===== config.mk =====
export PLATFORM = sky130hd
export DESIGN_NAME = cgm_mode_ctrl
export DESIGN_NICKNAME = d
export VERILOG_FILES = /design/src/cgm_mode_ctrl.v
export VERILOG_INCLUDE_DIRS = /design/src
export SDC_FILE = /design/constraint.sdc
export NUM_CORES = 1
export LEC_CHECK = 0
export BUFFER_PORTS_ARGS = -buffer_cell sky130_fd_sc_hd__buf_2
export CORE_MARGIN = 5
export CORE_UTILIZATION = 46
export DETAILED_ROUTE_END_ITERATION = 10
export GPL_ROUTABILITY_DRIVEN = 0
export SYNTH_ARGS = -nofsm -noshare
export SYNTH_HDL_FRONTEND = slang
export SYNTH_SLANG_ARGS = --single-unit

===== constraint.sdc =====
create_clock -name sys_clk_i -period 2.7 [get_ports sys_clk_i]
set_input_delay 0.81 -clock sys_clk_i [delete_from_list [all_inputs] [get_ports sys_clk_i]]
set_output_delay 0.81 -clock sys_clk_i [all_outputs]
set_load 0.01 [all_outputs]

===== src/cgm_map.vh =====
// constants for the clock generator mode-control block
`ifndef CGM_MAP_VH
`define CGM_MAP_VH
// register offsets
`define CGM_OFS_CTRL1 4'h0
`define CGM_OFS_CTRL2 4'h1
`define CGM_OFS_RANGE 4'h2
`define CGM_OFS_PLLC 4'h3
`define CGM_OFS_STAT 4'h4
`define CGM_OFS_STOP 4'h5
// source select encodings
`define CGM_SRC_LOOP 2'h0
`define CGM_SRC_INT 2'h1
`define CGM_SRC_EXT 2'h2
// stop kinds
`define CGM_STOP_NONE 2'h0
`define CGM_STOP_NORMAL 2'h1
`define CGM_STOP_VERY_LOW_POWER_STOP 2'h2
`define CGM_STOP_LLS 2'h3
// fields of control 1
`define CGM_C1_SRC_HI 7
`define CGM_C1_SRC_LO 6
`define CGM_C1_REFSEL 2
`define CGM_C1_IREN 1
`define CGM_C1_IRSTOP 0
// fields of control 2
`define CGM_C2_LP 1
`define CGM_C2_IRSPEED 0
// fields of pll control
`define CGM_PC_OUTEN 6
`define CGM_PC_STOPKEEP 5
`define CGM_PC_PLLSEL 4
// fields of status
`define CGM_ST_UNLOCK 5
// reset values
`define CGM_C1_RST 8'h04
`define CGM_C2_RST 8'h00
`define CGM_RANGE_RST 2'h0
`define CGM_PC_RST 8'h00
// timing
`define CGM_FLL_ACQ_US 1000
`define CGM_RANGE_SW_CYC 2'h3
`define CGM_SWITCH_CYC 4
`endif


===== src/cgm_mode_ctrl.v =====
// mode control for the clock generator: modes, stop behaviour, switch status
//
// Local design decisions: the plain strobed port and the register offsets.
`default_nettype none
`include "cgm_map.vh"
module cgm_mode_ctrl #(
  parameter integer CLK_MHZ = 100,
  parameter integer FLL_ACQ_CYC = `CGM_FLL_ACQ_US * CLK_MHZ
) (
  // clock and reset
  input wire sys_clk_i,
  input wire srst_i,
  // register port
  input wire [3:0] addr_i,
  input wire [7:0] wdata_i,
  input wire wr_i,
  input wire rd_i,
  output reg [7:0] rdata_o,
  // chip stop state
  input wire [1:0] stop_kind_i,
  // clock availability, from other clock domains
  input wire ext_ref_ok_i,
  input wire int_ref_ok_i,
  input wire pll_lock_raw_i,
  // clock gating and selection
  output reg [1:0] main_sel_o,
  output reg fll_enable_o,
  output reg pll_enable_o,
  output reg pll_clk_gate_o,
  output reg ir_clk_gate_o,
  output reg fll_locked_o,
  output reg [1:0] dco_range_o
);
  //////////////////////////////////////////////////////////////////////
  reg [1:0] source_select_r;
  reg reference_select_r;
  reg internal_ref_out_enable_r;
  reg internal_ref_stop_keep_r;
  reg low_power_bypass_r;
  reg internal_ref_speed_r;
  reg pll_out_enable_r;
  reg pll_stop_keep_bit_r;
  reg pll_select_r;
  reg [1:0] osc_range_select_r;
  reg [1:0] range_rb_r;
  reg [1:0] source_status_r;
  reg reference_status_r;
  reg pll_locked_flag_r;
  reg pll_unlock_event_r;
  reg [1:0] stop_r;
  reg [1:0] stop_src_r;
  reg stop_pll_r;
  reg [1:0] sw_cnt_r;
  reg [1:0] rsw_cnt_r;
  reg [31:0] acq_cnt_r;
  reg [1:0] dco_cnt_r;
  reg ext_s1_r, ext_s2_r, int_s1_r, int_s2_r, lck_s1_r, lck_s2_r;
  reg [1:0] stop_s1_r, stop_s2_r;
  wire in_stop;
  wire bypass_lowpower_external;
  wire bypass_lowpower_internal;
  wire src_ok;
  // decoded write strobes
  wire wr_c1;
  wire wr_c2;
  wire wr_rng;
  wire wr_pllc;
  wire wr_stat;
  // gated clocks allowed to run in the present stop kind
  wire pll_keep;
  wire ir_keep;

  function src_avail;
    input [1:0] s;
    input e;
    input i;
    begin
      case (s)
        `CGM_SRC_EXT: src_avail = e;
        `CGM_SRC_INT: src_avail = i;
        default: src_avail = 1'b1;
      endcase
    end
  endfunction

  // one decode for every gated clock, so stop kinds cannot drift apart
  function clk_keep;
    input [1:0] kind;
    input normal_ok;
    input very_low_power_stop_ok;
    begin
      case (kind)
        `CGM_STOP_NONE: clk_keep = 1'b1;
        `CGM_STOP_NORMAL: clk_keep = normal_ok;
        `CGM_STOP_VERY_LOW_POWER_STOP: clk_keep = very_low_power_stop_ok;
        default: clk_keep = 1'b0;
      endcase
    end
  endfunction

  assign in_stop = (stop_s2_r != `CGM_STOP_NONE);
  assign bypass_lowpower_external = (source_select_r == `CGM_SRC_EXT) && !reference_select_r && low_power_bypass_r;
  assign bypass_lowpower_internal = (source_select_r == `CGM_SRC_INT) && reference_select_r && low_power_bypass_r;
  assign src_ok = src_avail(source_select_r, ext_s2_r, int_s2_r);
  assign wr_c1 = wr_i && (addr_i == `CGM_OFS_CTRL1);
  assign wr_c2 = wr_i && (addr_i == `CGM_OFS_CTRL2);
  assign wr_rng = wr_i && (addr_i == `CGM_OFS_RANGE) && !low_power_bypass_r;
  assign wr_pllc = wr_i && (addr_i == `CGM_OFS_PLLC);
  assign wr_stat = wr_i && (addr_i == `CGM_OFS_STAT);
  // pll clock never survives a low-power stop
  assign pll_keep = clk_keep(stop_s2_r, pll_stop_keep_bit_r, 1'b0);
  assign ir_keep = clk_keep(stop_s2_r, internal_ref_stop_keep_r,
    internal_ref_stop_keep_r && internal_ref_speed_r);

  //////////////////////////////////////////////////////////////////////
  // synchronisers for inputs from other domains
  // no reset: they flush within two cycles of any reset pulse
  always @(posedge sys_clk_i) begin
    ext_s1_r <= ext_ref_ok_i;
    ext_s2_r <= ext_s1_r;
  end

  always @(posedge sys_clk_i) begin
    int_s1_r <= int_ref_ok_i;
    int_s2_r <= int_s1_r;
  end

  always @(posedge sys_clk_i) begin
    lck_s1_r <= pll_lock_raw_i;
    lck_s2_r <= lck_s1_r;
  end

  // stop kind is a level; both bits may skew by a cycle on a change
  always @(posedge sys_clk_i) begin
    stop_s1_r <= stop_kind_i;
    stop_s2_r <= stop_s1_r;
  end

  //////////////////////////////////////////////////////////////////////
  always @(posedge sys_clk_i) begin
    if (srst_i) begin
      source_select_r <= `CGM_SRC_LOOP;
      reference_select_r <= 1'b1;
      internal_ref_out_enable_r <= 1'b0;
      internal_ref_stop_keep_r <= 1'b0;
      low_power_bypass_r <= 1'b0;
      internal_ref_speed_r <= 1'b0;
      pll_out_enable_r <= 1'b0;
      pll_stop_keep_bit_r <= 1'b0;
      pll_select_r <= 1'b0;
      osc_range_select_r <= `CGM_RANGE_RST;
      range_rb_r <= `CGM_RANGE_RST;
      source_status_r <= `CGM_SRC_LOOP;
      reference_status_r <= 1'b1;
      pll_locked_flag_r <= 1'b0;
      pll_unlock_event_r <= 1'b0;
      stop_r <= `CGM_STOP_NONE;
      stop_src_r <= `CGM_SRC_LOOP;
      stop_pll_r <= 1'b0;
      sw_cnt_r <= 2'h0;
      rsw_cnt_r <= 2'h0;
      acq_cnt_r <= 32'h0;
      dco_cnt_r <= 2'h0;
      rdata_o <= 8'h00;
    end else begin
      // software writes are taken at any time, except range writes while the low-power bit is set
      if (wr_c1) begin
        source_select_r <= wdata_i[`CGM_C1_SRC_HI:`CGM_C1_SRC_LO];
        reference_select_r <= wdata_i[`CGM_C1_REFSEL];
        internal_ref_out_enable_r <= wdata_i[`CGM_C1_IREN];
        internal_ref_stop_keep_r <= wdata_i[`CGM_C1_IRSTOP];
      end
      if (wr_c2) begin
        low_power_bypass_r <= wdata_i[`CGM_C2_LP];
        internal_ref_speed_r <= wdata_i[`CGM_C2_IRSPEED];
      end
      if (wr_rng) begin
        osc_range_select_r <= wdata_i[1:0];
        dco_cnt_r <= `CGM_RANGE_SW_CYC;
        acq_cnt_r <= FLL_ACQ_CYC;
      end
      if (wr_pllc) begin
        pll_out_enable_r <= wdata_i[`CGM_PC_OUTEN];
        pll_stop_keep_bit_r <= wdata_i[`CGM_PC_STOPKEEP];
        pll_select_r <= wdata_i[`CGM_PC_PLLSEL];
      end
      // unlock event is sticky; set wins over a clear write
      if (wr_stat && wdata_i[`CGM_ST_UNLOCK])
        pll_unlock_event_r <= 1'b0;
      // countdown first, so a later reload in this cycle wins
      if (acq_cnt_r != 32'h0 && !wr_rng)
        acq_cnt_r <= acq_cnt_r - 32'h1;
      // reference switch: status after a settling count
      if (reference_status_r != reference_select_r &&
          (reference_select_r ? int_s2_r : ext_s2_r)) begin
        if (rsw_cnt_r == `CGM_SWITCH_CYC - 1) begin
          rsw_cnt_r <= 2'h0;
          reference_status_r <= reference_select_r;
          acq_cnt_r <= FLL_ACQ_CYC;
        end else begin
          rsw_cnt_r <= rsw_cnt_r + 2'h1;
        end
      end else begin
        rsw_cnt_r <= 2'h0;
      end
      // source switch, kept when target unavailable
      if (source_status_r != source_select_r && src_ok && !in_stop) begin
        if (sw_cnt_r == `CGM_SWITCH_CYC - 1) begin
          sw_cnt_r <= 2'h0;
          source_status_r <= source_select_r;
        end else begin
          sw_cnt_r <= sw_cnt_r + 2'h1;
        end
      end else begin
        sw_cnt_r <= 2'h0;
      end
      // range switch delay and fll acquisition
      if (dco_cnt_r != 2'h0) begin
        dco_cnt_r <= dco_cnt_r - 2'h1;
        if (dco_cnt_r == 2'h1)
          range_rb_r <= osc_range_select_r;
      end
      // pll lock tracking
      if (pll_enable_o && !in_stop) begin
        if (pll_locked_flag_r && !lck_s2_r)
          pll_unlock_event_r <= 1'b1;
        pll_locked_flag_r <= lck_s2_r;
      end
      // stop entry and exit
      if (stop_r == `CGM_STOP_NONE && in_stop) begin
        stop_r <= stop_s2_r;
        stop_src_r <= reference_select_r ? `CGM_SRC_INT : `CGM_SRC_EXT;
        stop_pll_r <= (source_status_r == `CGM_SRC_LOOP) && pll_select_r;
      end else if (stop_r != `CGM_STOP_NONE && !in_stop) begin
        stop_r <= `CGM_STOP_NONE;
        if (stop_pll_r && stop_r != `CGM_STOP_NORMAL) begin
          source_select_r <= stop_src_r;
          source_status_r <= stop_src_r;
          pll_stop_keep_bit_r <= 1'b0;
          pll_locked_flag_r <= 1'b0;
        end else if (stop_pll_r && !pll_stop_keep_bit_r && stop_src_r == `CGM_SRC_EXT) begin
          source_select_r <= `CGM_SRC_EXT;
          source_status_r <= `CGM_SRC_EXT;
          pll_locked_flag_r <= 1'b0;
        end
        // after a normal stop with the keep bit set, lock and engaged mode carry on
      end
      // read data, one cycle after the strobe
      if (rd_i) begin
        case (addr_i)
          `CGM_OFS_CTRL1: rdata_o <= {source_select_r, 3'h0, reference_select_r,
            internal_ref_out_enable_r, internal_ref_stop_keep_r};
          `CGM_OFS_CTRL2: rdata_o <= {6'h00, low_power_bypass_r, internal_ref_speed_r};
          `CGM_OFS_RANGE: rdata_o <= {6'h00, range_rb_r};
          `CGM_OFS_PLLC: rdata_o <= {1'b0, pll_out_enable_r, pll_stop_keep_bit_r, pll_select_r, 4'h0};
          `CGM_OFS_STAT: rdata_o <= {1'b0, (acq_cnt_r == 32'h0), pll_unlock_event_r,
            reference_status_r, source_status_r, pll_locked_flag_r, 1'b0};
          `CGM_OFS_STOP: rdata_o <= {6'h00, stop_r};
          default: rdata_o <= 8'h00;
        endcase
      end else begin
        rdata_o <= 8'h00;
      end
    end
  end

  //////////////////////////////////////////////////////////////////////
  // clock outputs; during stop everything static but the kept clocks
  // main mux follows status, which moves after a clean changeover or at once on exit from a pll-engaged stop, unless normal with keep bit set or internal reference
  always @(posedge sys_clk_i) begin
    if (srst_i) begin
      main_sel_o <= `CGM_SRC_LOOP;
    end else begin
      main_sel_o <= source_status_r;
    end
  end

  // fll off in stop and in both low-power bypass modes
  always @(posedge sys_clk_i) begin
    if (srst_i) begin
      fll_enable_o <= 1'b1;
    end else begin
      fll_enable_o <= !in_stop && !bypass_lowpower_external && !bypass_lowpower_internal && !pll_select_r &&
        !(low_power_bypass_r && source_status_r != `CGM_SRC_LOOP);
    end
  end

  always @(posedge sys_clk_i) begin
    if (srst_i) begin
      pll_enable_o <= 1'b0;
    end else begin
      pll_enable_o <= !bypass_lowpower_external && !bypass_lowpower_internal && (pll_select_r || pll_out_enable_r) && pll_keep;
    end
  end

  // gate held shut until lock, so no runt pulses leave the block
  always @(posedge sys_clk_i) begin
    if (srst_i) begin
      pll_clk_gate_o <= 1'b0;
    end else begin
      pll_clk_gate_o <= pll_out_enable_r && pll_locked_flag_r && !bypass_lowpower_external && pll_keep;
    end
  end

  always @(posedge sys_clk_i) begin
    if (srst_i) begin
      ir_clk_gate_o <= 1'b0;
    end else begin
      ir_clk_gate_o <= internal_ref_out_enable_r && ir_keep;
    end
  end

  always @(posedge sys_clk_i) begin
    if (srst_i) begin
      fll_locked_o <= 1'b0;
    end else begin
      fll_locked_o <= (acq_cnt_r == 32'h0) && !in_stop;
    end
  end

  always @(posedge sys_clk_i) begin
    if (srst_i) begin
      dco_range_o <= `CGM_RANGE_RST;
    end else if (dco_cnt_r == 2'h1) begin
      dco_range_o <= osc_range_select_r;
    end
  end
endmodule // cgm_mode_ctrl
`default_nettype wire


==> metrics, run 1 <==
count of hold-fix buffers inserted at cts 0; area leader, netlist dfxtp_1; CP Cell Sequence or4_4, or4_4, nor4_4, buf_4, or3_1, a31oi_1; DRT iter0 DRCs 79; P per Cell Area between 1000 and 1500 nW/um2; Synth top cells by count dfxtp_1, nor2_1, a21oi_1; TritonCTS clock tree built; Routed WL per cell between 10 and 15 um; initial antenna violation count 0; die area just over 10000 um2; Async SR Flop Fraction 0%; Worst Path Max Fanout 21; maximum VDD drop between 700 and 800 uV; Most used DFF post-synth dfxtp_1; die height about 100 um; setup bufs post-CTS 0; maximum capacitance violations 0; Clock Tree Buf Depth 2; Pint a little over 3 mW; Worst Setup Start Kind register; hold path startpoint lck_s1_r; worst-skew pair later-pin latency 360 ps; static leakage ~1.8 nW; Avg Inst Size Synth around 9 um2; Setup crit start acq_cnt_r[15]; H-tree Lvls 3; first-pass GRT wire length 14110 um; Slowest-stage cell, CP or4_4; Final min period approximately 2400 ps; RSZ-0062 raised after global routing no; Hold Crit Class reg2reg; Final Max Tran Viols 0; CTS Sinks a little under 90; required time worst endpoint about 2900 ps; Layout Nets 484; n_diodes 0; top-count cell post-synth dfxtp_1; clock power share roughly a fifth; port bufs 36; vias in the first global route between 2000 and 3000; post_cts resized 0; Post-Syn Area 3797 um2; post-route ant nets 0; Filler cells 790; core area 8134 um2; layout cells sized above 1 16.59%; DRT Wirelength around 8300 um; Slew Limit Headroom 60.83%; total grt overflow 0; # IOs 38; largest net degree at the start of global routing 37; Psw 2.189 mW; top post-synthesis cells by area dfxtp_1, nor2_1, a21oi_1; Crit path largest cell delay between 500 and 600 ps; Via Count about 3100; final hold vios 0; Die W about 100 um; final worst-path cycle share 88.54%; Worst Setup Path Type reg2reg; register bit total from synthesis 87; final core occ between 50% and 60%; Starting Density between 40% and 50%; Tightest Pin Transition ~580 ps; Synth top area share between 40% and 50%; delay-heaviest family, CP simple AND/OR/NAND/NOR gates; Synth Instances 417; Worst-path clk slew ~90 ps; Unique masters post-synth 57; Vias/cell around 5.5; WP buf/inv 1; root buf cell clkbuf_8; Sw Share roughly two fifths; yosys warns 0; Worst setup EP type register; Area Growth Syn to Fin 13.51%; # DRC 0; setup total negative slack 0 ps; Tot Pwr between 5 and 6 mW; r2r setup slk about 310 ps; CTS Buf Count 9; Gate power share 45.9%; RR Startpoint acq_cnt_r[15]; syn_nets about 450; Fmax 0.4183 GHz; All-Layer GR Usage 17.43%; Worst Path Arrival roughly 2600 ps; CP most frequent cell or4_4; Worst Skew around 8.4 ps; status finished, final reports clean; DR pass1 iterations 4; final setup fails 0; Seq pwr share between 30% and 40%; Site Rows 33; sequential element share of the synthesized area ~46%; DP Wirelength 6060 um; Post-synth EDFFs 0
-- final cells by class --
class | count | area (um2) | share of cell area (%)
clock buffers | 10 | 137.6 | 3.193
clock inverters | 6 | 92.59 | 2.148
inverters | 15 | 56.30 | 1.306
multi-input cells | 296 | 1911 | 44.33
flip-flops and latches | 87 | 1742 | 40.41
well taps | 105 | 131.4 | 3.048
repair buffers | 44 | 240.2 | 5.573
-- cell usage in the layout (no fill, tap or decap), types with 3 or more instances in the layout --
| master | n |
|---|---|
| o31ai_1 | 11 |
| nor4_1 | 5 |
| mux2i_1 | 11 |
| or4_1 | 12 |
| nand4b_1 | 4 |
| nor3_1 | 6 |
| o211ai_1 | 4 |
| nand2_1 | 28 |
| buf_4 | 8 |
| a22oi_1 | 5 |
| nor2_1 | 49 |
| xor2_1 | 5 |
| xnor2_1 | 6 |
| buf_2 | 36 |
| ha_1 | 10 |
| inv_1 | 15 |
| dfxtp_1 | 87 |
| or3_1 | 13 |
| nor2b_1 | 5 |
| nand2b_1 | 4 |
| mux2_2 | 3 |
| or2_2 | 6 |
| a31oi_1 | 4 |
| o21ai_0 | 14 |
| a21oi_1 | 34 |
| and3_1 | 5 |
| nand3_1 | 15 |
| clkbuf_8 | 10 |
-- path summary, 6_finish.rpt --
kind / to / depth (start not counted)
worst max register to register: acq_cnt_r[5] / 6
worst max-delay path: acq_cnt_r[5] / 6
worst min register to register: lck_s2_r / 0
worst min-delay path: lck_s2_r / 0
-- routing by layer --
| metal | global-route usage (%) | vias to the layer above | wire length, um |
|---|---|---|---|
| met2 | 29.27 | 40 | 4045 |
| met3 | 4.291 | 11 | 287 |
| li1 | - | 1584 | - |
| met4 | 6.010 | 0 | 136 |
| met1 | 21.75 | 1460 | 3836 |
| met5 | 0 | - | 0 |
-- metrics by stage --
stage / setup slack [ps] / instances / cell area [um2] / hold WS, ps
2_1_floorplan: 183.7 / 417 / 3797 / 309.6
3_3_place_gp: 274.4 / 547 / 4080 / 313.5
3_5_place_dp: 248.3 / 547 / 4080 / 312.1
4_1_cts: 292.7 / 563 / 4310 / 333.9
5_1_grt: 102.7 / 563 / 4310 / 341.1
6_report: 309.5 / 563 / 4310 / 331.2
-- power by group through the flow --
stage	combinational [mW]	clock (mW)	sequential (mW)
after global placement	2.34	0	1.82
final	2.40	1.03	1.80
after floorplan	2.07	0	1.77
after global routing	2.71	1.11	1.86
after detailed placement	2.39	0	1.83
after CTS	2.41	1.06	1.80
-- registers in the layout, indices dropped and copies added (netlist names), 2 cells and up --
name,flops
rdata_o,8
stop_r,2
main_sel_o,2
stop_s2_r,2
source_status_r,2
dco_cnt_r,2
osc_range_select_r,2
rsw_cnt_r,2
stop_s1_r,2
source_select_r,2
stop_src_r,2
sw_cnt_r,2
acq_cnt_r,32
-- cell families (layout without fill, tap and decap cells) --
family,count (synthesis),in the layout,synth area share (%)
compound gates,90,90,15.59
mux,15,15,4.382
xor+xnor,11,11,2.537
flops,87,87,45.86
fa+ha+maj,10,10,3.295
simple gates,170,170,24.51
buf+inv,34,75,3.822
Power figures use the tool's default switching activity.
==> run 2, diff against run 1 <==
--- a/config.mk
+++ b/config.mk
@@ -7,10 +7,12 @@
 export NUM_CORES = 1
 export LEC_CHECK = 0
 export BUFFER_PORTS_ARGS = -buffer_cell sky130_fd_sc_hd__buf_2
+export CORE_ASPECT_RATIO = 1.75
 export CORE_MARGIN = 5
-export CORE_UTILIZATION = 46
+export CORE_UTILIZATION = 58
 export DETAILED_ROUTE_END_ITERATION = 10
 export GPL_ROUTABILITY_DRIVEN = 0
+export PLACE_DENSITY = 0.79
 export SYNTH_ARGS = -nofsm -noshare
 export SYNTH_HDL_FRONTEND = slang
 export SYNTH_SLANG_ARGS = --single-unit
==> metrics, run 2 (synthesized netlist as in run 1, its figures left out) <==
DRT Wirelength 9119 um (was 8305 um); CTS Buf Count 9 (unchanged); total grt overflow 0 (unchanged); TritonCTS clock tree built (unchanged); Worst setup EP type register (unchanged); largest net degree at the start of global routing 37 (unchanged); initial antenna violation count 0 (unchanged); commonest non-fill, non-tap cell in the layout dfxtp_1 (unchanged); final core occ 67.91% (was 52.99%); port bufs 36 (unchanged); Worst Path Arrival 2630 ps (was 2610 ps); maximum capacitance violations 0 (unchanged); Tightest Pin Transition 604.6 ps (was 582.2 ps); # DRC 0 (unchanged); final worst-path cycle share 90.17% (was 88.54%); die height 117.0 um (was 100.9 um); Filler cells 529 (was 790); layout cells sized above 1 16.92% (was 16.59%); Slew Limit Headroom 59.32% (was 60.83%); CP most frequent cell or4_4 (unchanged); root buf cell clkbuf_16 (was clkbuf_8); CTS Sinks 87 (unchanged); Site Rows 39 (was 33); Worst Path Max Fanout 21 (unchanged); first-pass GRT wire length 15240 um (was 14110 um); worst-skew pair later-pin latency 340 ps (was 360 ps); max reg flops 32 (unchanged); DR pass1 iterations 4 (unchanged); CP Cell Sequence or4_4, or4_4, nor4_4, buf_4, or3_1, a31oi_1 (unchanged); commonest cells after routing, fill and taps aside dfxtp_1, nor2_1, buf_2 (unchanged); Tot Pwr 5.574 mW (was 5.241 mW); vias in the first global route 3432 (was 2968); required time worst endpoint 2890 ps (was 2920 ps); Worst-path clk slew 60 ps (was 90 ps); static leakage 1.821 nW (was 1.777 nW); All-Layer GR Usage 23.64% (was 17.43%); Via Count 3317 (was 3095); dpl cells 527 (was 547); Crit path largest cell delay 590 ps (about the same); WP buf/inv 1 (unchanged); Top reg by flops acq_cnt_r (unchanged); post_cts resized 0 (unchanged); Area Growth Syn to Fin 15.19% (was 13.51%); Worst Skew 7.712 ps (was 8.406 ps); H-tree Lvls 3 (unchanged); final setup fails 0 (unchanged); Final Max Tran Viols 0 (unchanged); Non-Filler Instances 543 (was 563); Slowest-stage cell, CP or4_4 (unchanged); DRT iter0 DRCs 224 (was 79); Vias/cell 6.109 (was 5.497); # IOs 38 (unchanged); Worst Setup Path Type reg2reg (unchanged); Clock Tree Buf Depth 2 (unchanged); core area 6441 um2 (was 8134 um2); DP Wirelength 6582 um (was 6060 um); Worst Setup Start Kind register (unchanged); final hold vios 0 (unchanged); post-route ant nets 0 (unchanged); Final min period 2434 ps (was 2391 ps); Hold Crit Class reg2reg (unchanged); RSZ-0062 raised after global routing no (unchanged); Die W 71.17 um (was 100.9 um); biggest regs acq_cnt_r: 32 flops, rdata_o: 8 flops (unchanged); setup total negative slack 0 ps (unchanged); die area 8329 um2 (was 10170 um2); count of hold-fix buffers inserted at cts 0 (unchanged); maximum VDD drop 1528 uV (was 723.7 uV); delay-heaviest family, CP simple AND/OR/NAND/NOR gates (unchanged); Fmax 0.4108 GHz (was 0.4183 GHz); P per Cell Area 1274 nW/um2 (was 1216 nW/um2); n_diodes 0 (unchanged); Starting Density 58.95% (was 46.69%); setup bufs post-CTS 0 (unchanged); Routed WL per cell 16.79 um (was 14.75 um); status finished, final reports clean (unchanged); Layout Nets 487 (was 484)
## run 2: changes by cell type in the layout (fill, tap and decap cells not counted)
cell / before / now
bufinv_16: 2 / 1
clkbuf_8: 10 / 0
clkbuf_1: 0 / 1
clkbuf_16: 0 / 9
buf_4: 8 / 11
inv_6: 1 / 0
clkinv_4: 1 / 3
## run 2: cell type report
cell class | instances | area, um2 | area share, %
clock buffers | 10 | 229.0 | 5.235
clock inverters | 6 | 71.32 | 1.630
inverters | 15 | 56.30 | 1.287
multi-input cells | 296 | 1911 | 43.68
flip-flops and latches | 87 | 1742 | 39.82
well taps | 82 | 102.6 | 2.346
repair buffers | 47 | 262.8 | 6.007
## run 2: path summary, 6_finish.rpt
| check | startpoint | to | slack, ps | cells past startpoint |
|---|---|---|---|---|
| max | acq_cnt_r[15] | acq_cnt_r[5] | 270 | 6 |
| min | ext_s1_r | ext_s2_r | 320 | 0 |
| max reg2reg | acq_cnt_r[15] | acq_cnt_r[5] | 270 | 6 |
| min reg2reg | ext_s1_r | ext_s2_r | 320 | 0 |
## run 2: power by group
part / internal (mW) / switching, mW / leakage, nW
Combinational: 0.994 / 1.53 / 0.972
Sequential: 1.55 / 0.267 / 0.710
Clock: 0.721 / 0.506 / 0.139
Total: 3.27 / 2.31 / 1.82
## run 2: metal layers
metal	routed length [um]	GRT usage (%)
met1	3128	20.79
met2	5153	45.70
met3	406	6.068
met4	431	15.81
met5	0	0
## run 2: stage by stage
| step | setup WS [ps] | cell area, um2 | hold WS (ps) |
|---|---|---|---|
| 2_1_floorplan | 183.7 | 3797 | 309.6 |
| 3_3_place_gp | 327.4 | 4074 | 311.0 |
| 3_5_place_dp | 287.9 | 4074 | 312.1 |
| 4_1_cts | 264.0 | 4374 | 321.8 |
| 5_1_grt | 169.6 | 4374 | 337.2 |
| 6_report | 265.5 | 4374 | 321.3 |
## run 2: worst reg2reg max path, stage by stage, from the launching register on
cell     delay, ps
dfxtp_1        350
or4_4          580
or4_4          590
nor4_4         360
buf_4          210
or3_1          120
a31oi_1         80
==> run 3, diff against run 2 <==
--- a/config.mk
+++ b/config.mk
@@ -9,10 +9,9 @@
 export BUFFER_PORTS_ARGS = -buffer_cell sky130_fd_sc_hd__buf_2
 export CORE_ASPECT_RATIO = 1.75
 export CORE_MARGIN = 5
-export CORE_UTILIZATION = 58
+export CORE_UTILIZATION = 30
 export DETAILED_ROUTE_END_ITERATION = 10
 export GPL_ROUTABILITY_DRIVEN = 0
-export PLACE_DENSITY = 0.79
 export SYNTH_ARGS = -nofsm -noshare
 export SYNTH_HDL_FRONTEND = slang
 export SYNTH_SLANG_ARGS = --single-unit
==> metrics, run 3 (synthesized netlist as in run 1, its figures left out) <==
layout cells sized above 1 17.14% (was 16.92%); clock power share 21.8% (was 22.0%); final hold vios 0 (unchanged); delay-heaviest family, CP simple AND/OR/NAND/NOR gates (unchanged); commonest cells after routing, fill and taps aside dfxtp_1, nor2_1, buf_2 (unchanged); pre-CTS setup slack 295.8 ps (was 287.9 ps); CP Cell Sequence or4_4, or4_4, o311ai_0, xor2_1, a21oi_1 (was or4_4, or4_4, nor4_4, buf_4, or3_1, a31oi_1); vias in the first global route 3066 (was 3432); Area Growth Syn to Fin 17.69% (was 15.19%); status finished, final reports clean (unchanged); maximum VDD drop 665.2 uV (was 1528 uV); Worst Path Max Fanout 21 (unchanged); Filler cells 1297 (was 529); # IOs 38 (unchanged); DRT iter0 DRCs 129 (was 224); die area 15100 um2 (was 8329 um2); Slowest-stage cell, CP or4_4 (unchanged); post-route ant nets 0 (unchanged); Worst Path Arrival 2630 ps (about the same); setup bufs post-CTS 0 (unchanged); Psw 2.321 mW (was 2.307 mW); Layout Nets 487 (unchanged); initial antenna violation count 0 (unchanged); H-tree Lvls 3 (unchanged); biggest regs acq_cnt_r: 32 flops, rdata_o: 8 flops (unchanged); Seq pwr share 32.8% (was 32.6%); WP buf/inv 0 (was 1); # DRC 0 (unchanged); TritonCTS clock tree built (unchanged); port bufs 36 (unchanged); DR pass1 iterations 7 (was 4); Via Count 3211 (was 3317); Tightest Pin Transition 601.4 ps (was 604.6 ps); setup total negative slack 0 ps (unchanged); Top reg by flops acq_cnt_r (unchanged); Clock Tree Buf Depth 2 (unchanged); Worst setup EP type register (unchanged); Routed WL per cell 14.04 um (was 16.79 um); Worst Setup Start Kind register (unchanged); Gate power share 45.5% (was 45.3%); post_cts resized 0 (unchanged); max reg flops 32 (unchanged); Final Max Tran Viols 0 (unchanged); CTS Buf Count 9 (unchanged); CTS Sinks 87 (unchanged); setup ws final 286.0 ps (was 265.5 ps); commonest non-fill, non-tap cell in the layout dfxtp_1 (unchanged); final worst-path cycle share 89.41% (was 90.17%); final setup fails 0 (unchanged); n_diodes 0 (unchanged); DRT Wirelength 8831 um (was 9119 um); worst-skew pair later-pin latency 350 ps (was 340 ps); Starting Density 30.55% (was 58.95%); die height 158.8 um (was 117.0 um); Worst Setup Path Type reg2reg (unchanged); P per Cell Area 1233 nW/um2 (was 1274 nW/um2); Worst Skew 7.208 ps (was 7.712 ps); root buf cell clkbuf_16 (unchanged); Crit path largest cell delay 590 ps (about the same); Slew Limit Headroom 59.54% (was 59.32%); Die W 95.05 um (was 71.17 um); largest net degree at the start of global routing 37 (unchanged); RSZ-0062 raised after global routing no (unchanged); total grt overflow 0 (unchanged); count of hold-fix buffers inserted at cts 0 (unchanged); required time worst endpoint 2910 ps (was 2890 ps); All-Layer GR Usage 12.09% (was 23.64%); Hold Crit Class reg2reg (unchanged); r2r setup slk 290 ps (was 270 ps); Worst-path clk slew 70 ps (was 60 ps); DP Wirelength 6691 um (was 6582 um); maximum capacitance violations 0 (unchanged); first-pass GRT wire length 14340 um (was 15240 um); Site Rows 54 (was 39); Vias/cell 5.105 (was 6.109); CP most frequent cell or4_4 (unchanged); Final min period 2414 ps (was 2434 ps); core area 12430 um2 (was 6441 um2); Fmax 0.4142 GHz (was 0.4108 GHz); Sw Share 42.13% (was 41.38%); static leakage 1.821 nW (about the same); Pint 3.188 mW (was 3.268 mW)
[run 3: cell types whose count changed in the layout (fill, tap and decap cells not counted), sizes merged]
cell / delta
clkinvlp: -1
clkbuf: -1
bufinv: -1
inv: +5
clkinv: -2
[run 3: final cells by class]
type                    count  area (um2)  area share (%)
well taps                 168       210.2           4.703
clock inverters             7       62.56           1.400
multi-input cells         296        1911           42.75
flip-flops and latches     87        1742           38.97
clock buffers               9       225.2           5.039
repair buffers             47       262.8           5.879
inverters                  15       56.30           1.260
[run 3: path summary, 6_finish.rpt]
kind	from	endpoint	cells after the start
setup / recovery	acq_cnt_r[15]	acq_cnt_r[9]	5
hold / removal	int_s1_r	int_s2_r	0
setup reg to reg	acq_cnt_r[15]	acq_cnt_r[9]	5
hold reg to reg	int_s1_r	int_s2_r	0
[run 3: metrics by stage]
step	std cells	power (mW)	hold slack, ps	area, um2	utilization (%)
2_1_floorplan	417	3.841	309.6	3797	-
3_3_place_gp	613	4.242	314.0	4182	33.64
3_5_place_dp	613	4.320	312.1	4182	33.64
4_1_cts	629	5.549	327.2	4469	35.95
5_1_grt	629	5.945	336.8	4469	35.95
6_report	629	5.510	326.3	4469	35.95
[run 3: per-layer routing]
metal / track usage, % / share of wire [%]
met1: 12.06 / 37
met5: 0 / 0
met2: 22.61 / 55
met3: 2.273 / 4.8
met4: 6.570 / 3.3
[run 3: worst register-to-register path, stage by stage, from the launching register on]
cell and delay, ps:
dfxtp_1 350, or4_4 590, or4_4 590, o311ai_0 500
xor2_1 180, a21oi_1 80
[run 3: power groups by stage]
stage | Combinational, mW | Sequential, mW | Clock (mW)
after global routing | 2.82 | 1.84 | 1.28
final | 2.51 | 1.80 | 1.20
after detailed placement | 2.49 | 1.83 | 0
after floorplan | 2.07 | 1.77 | 0
after CTS | 2.51 | 1.80 | 1.23
after global placement | 2.43 | 1.81 | 0
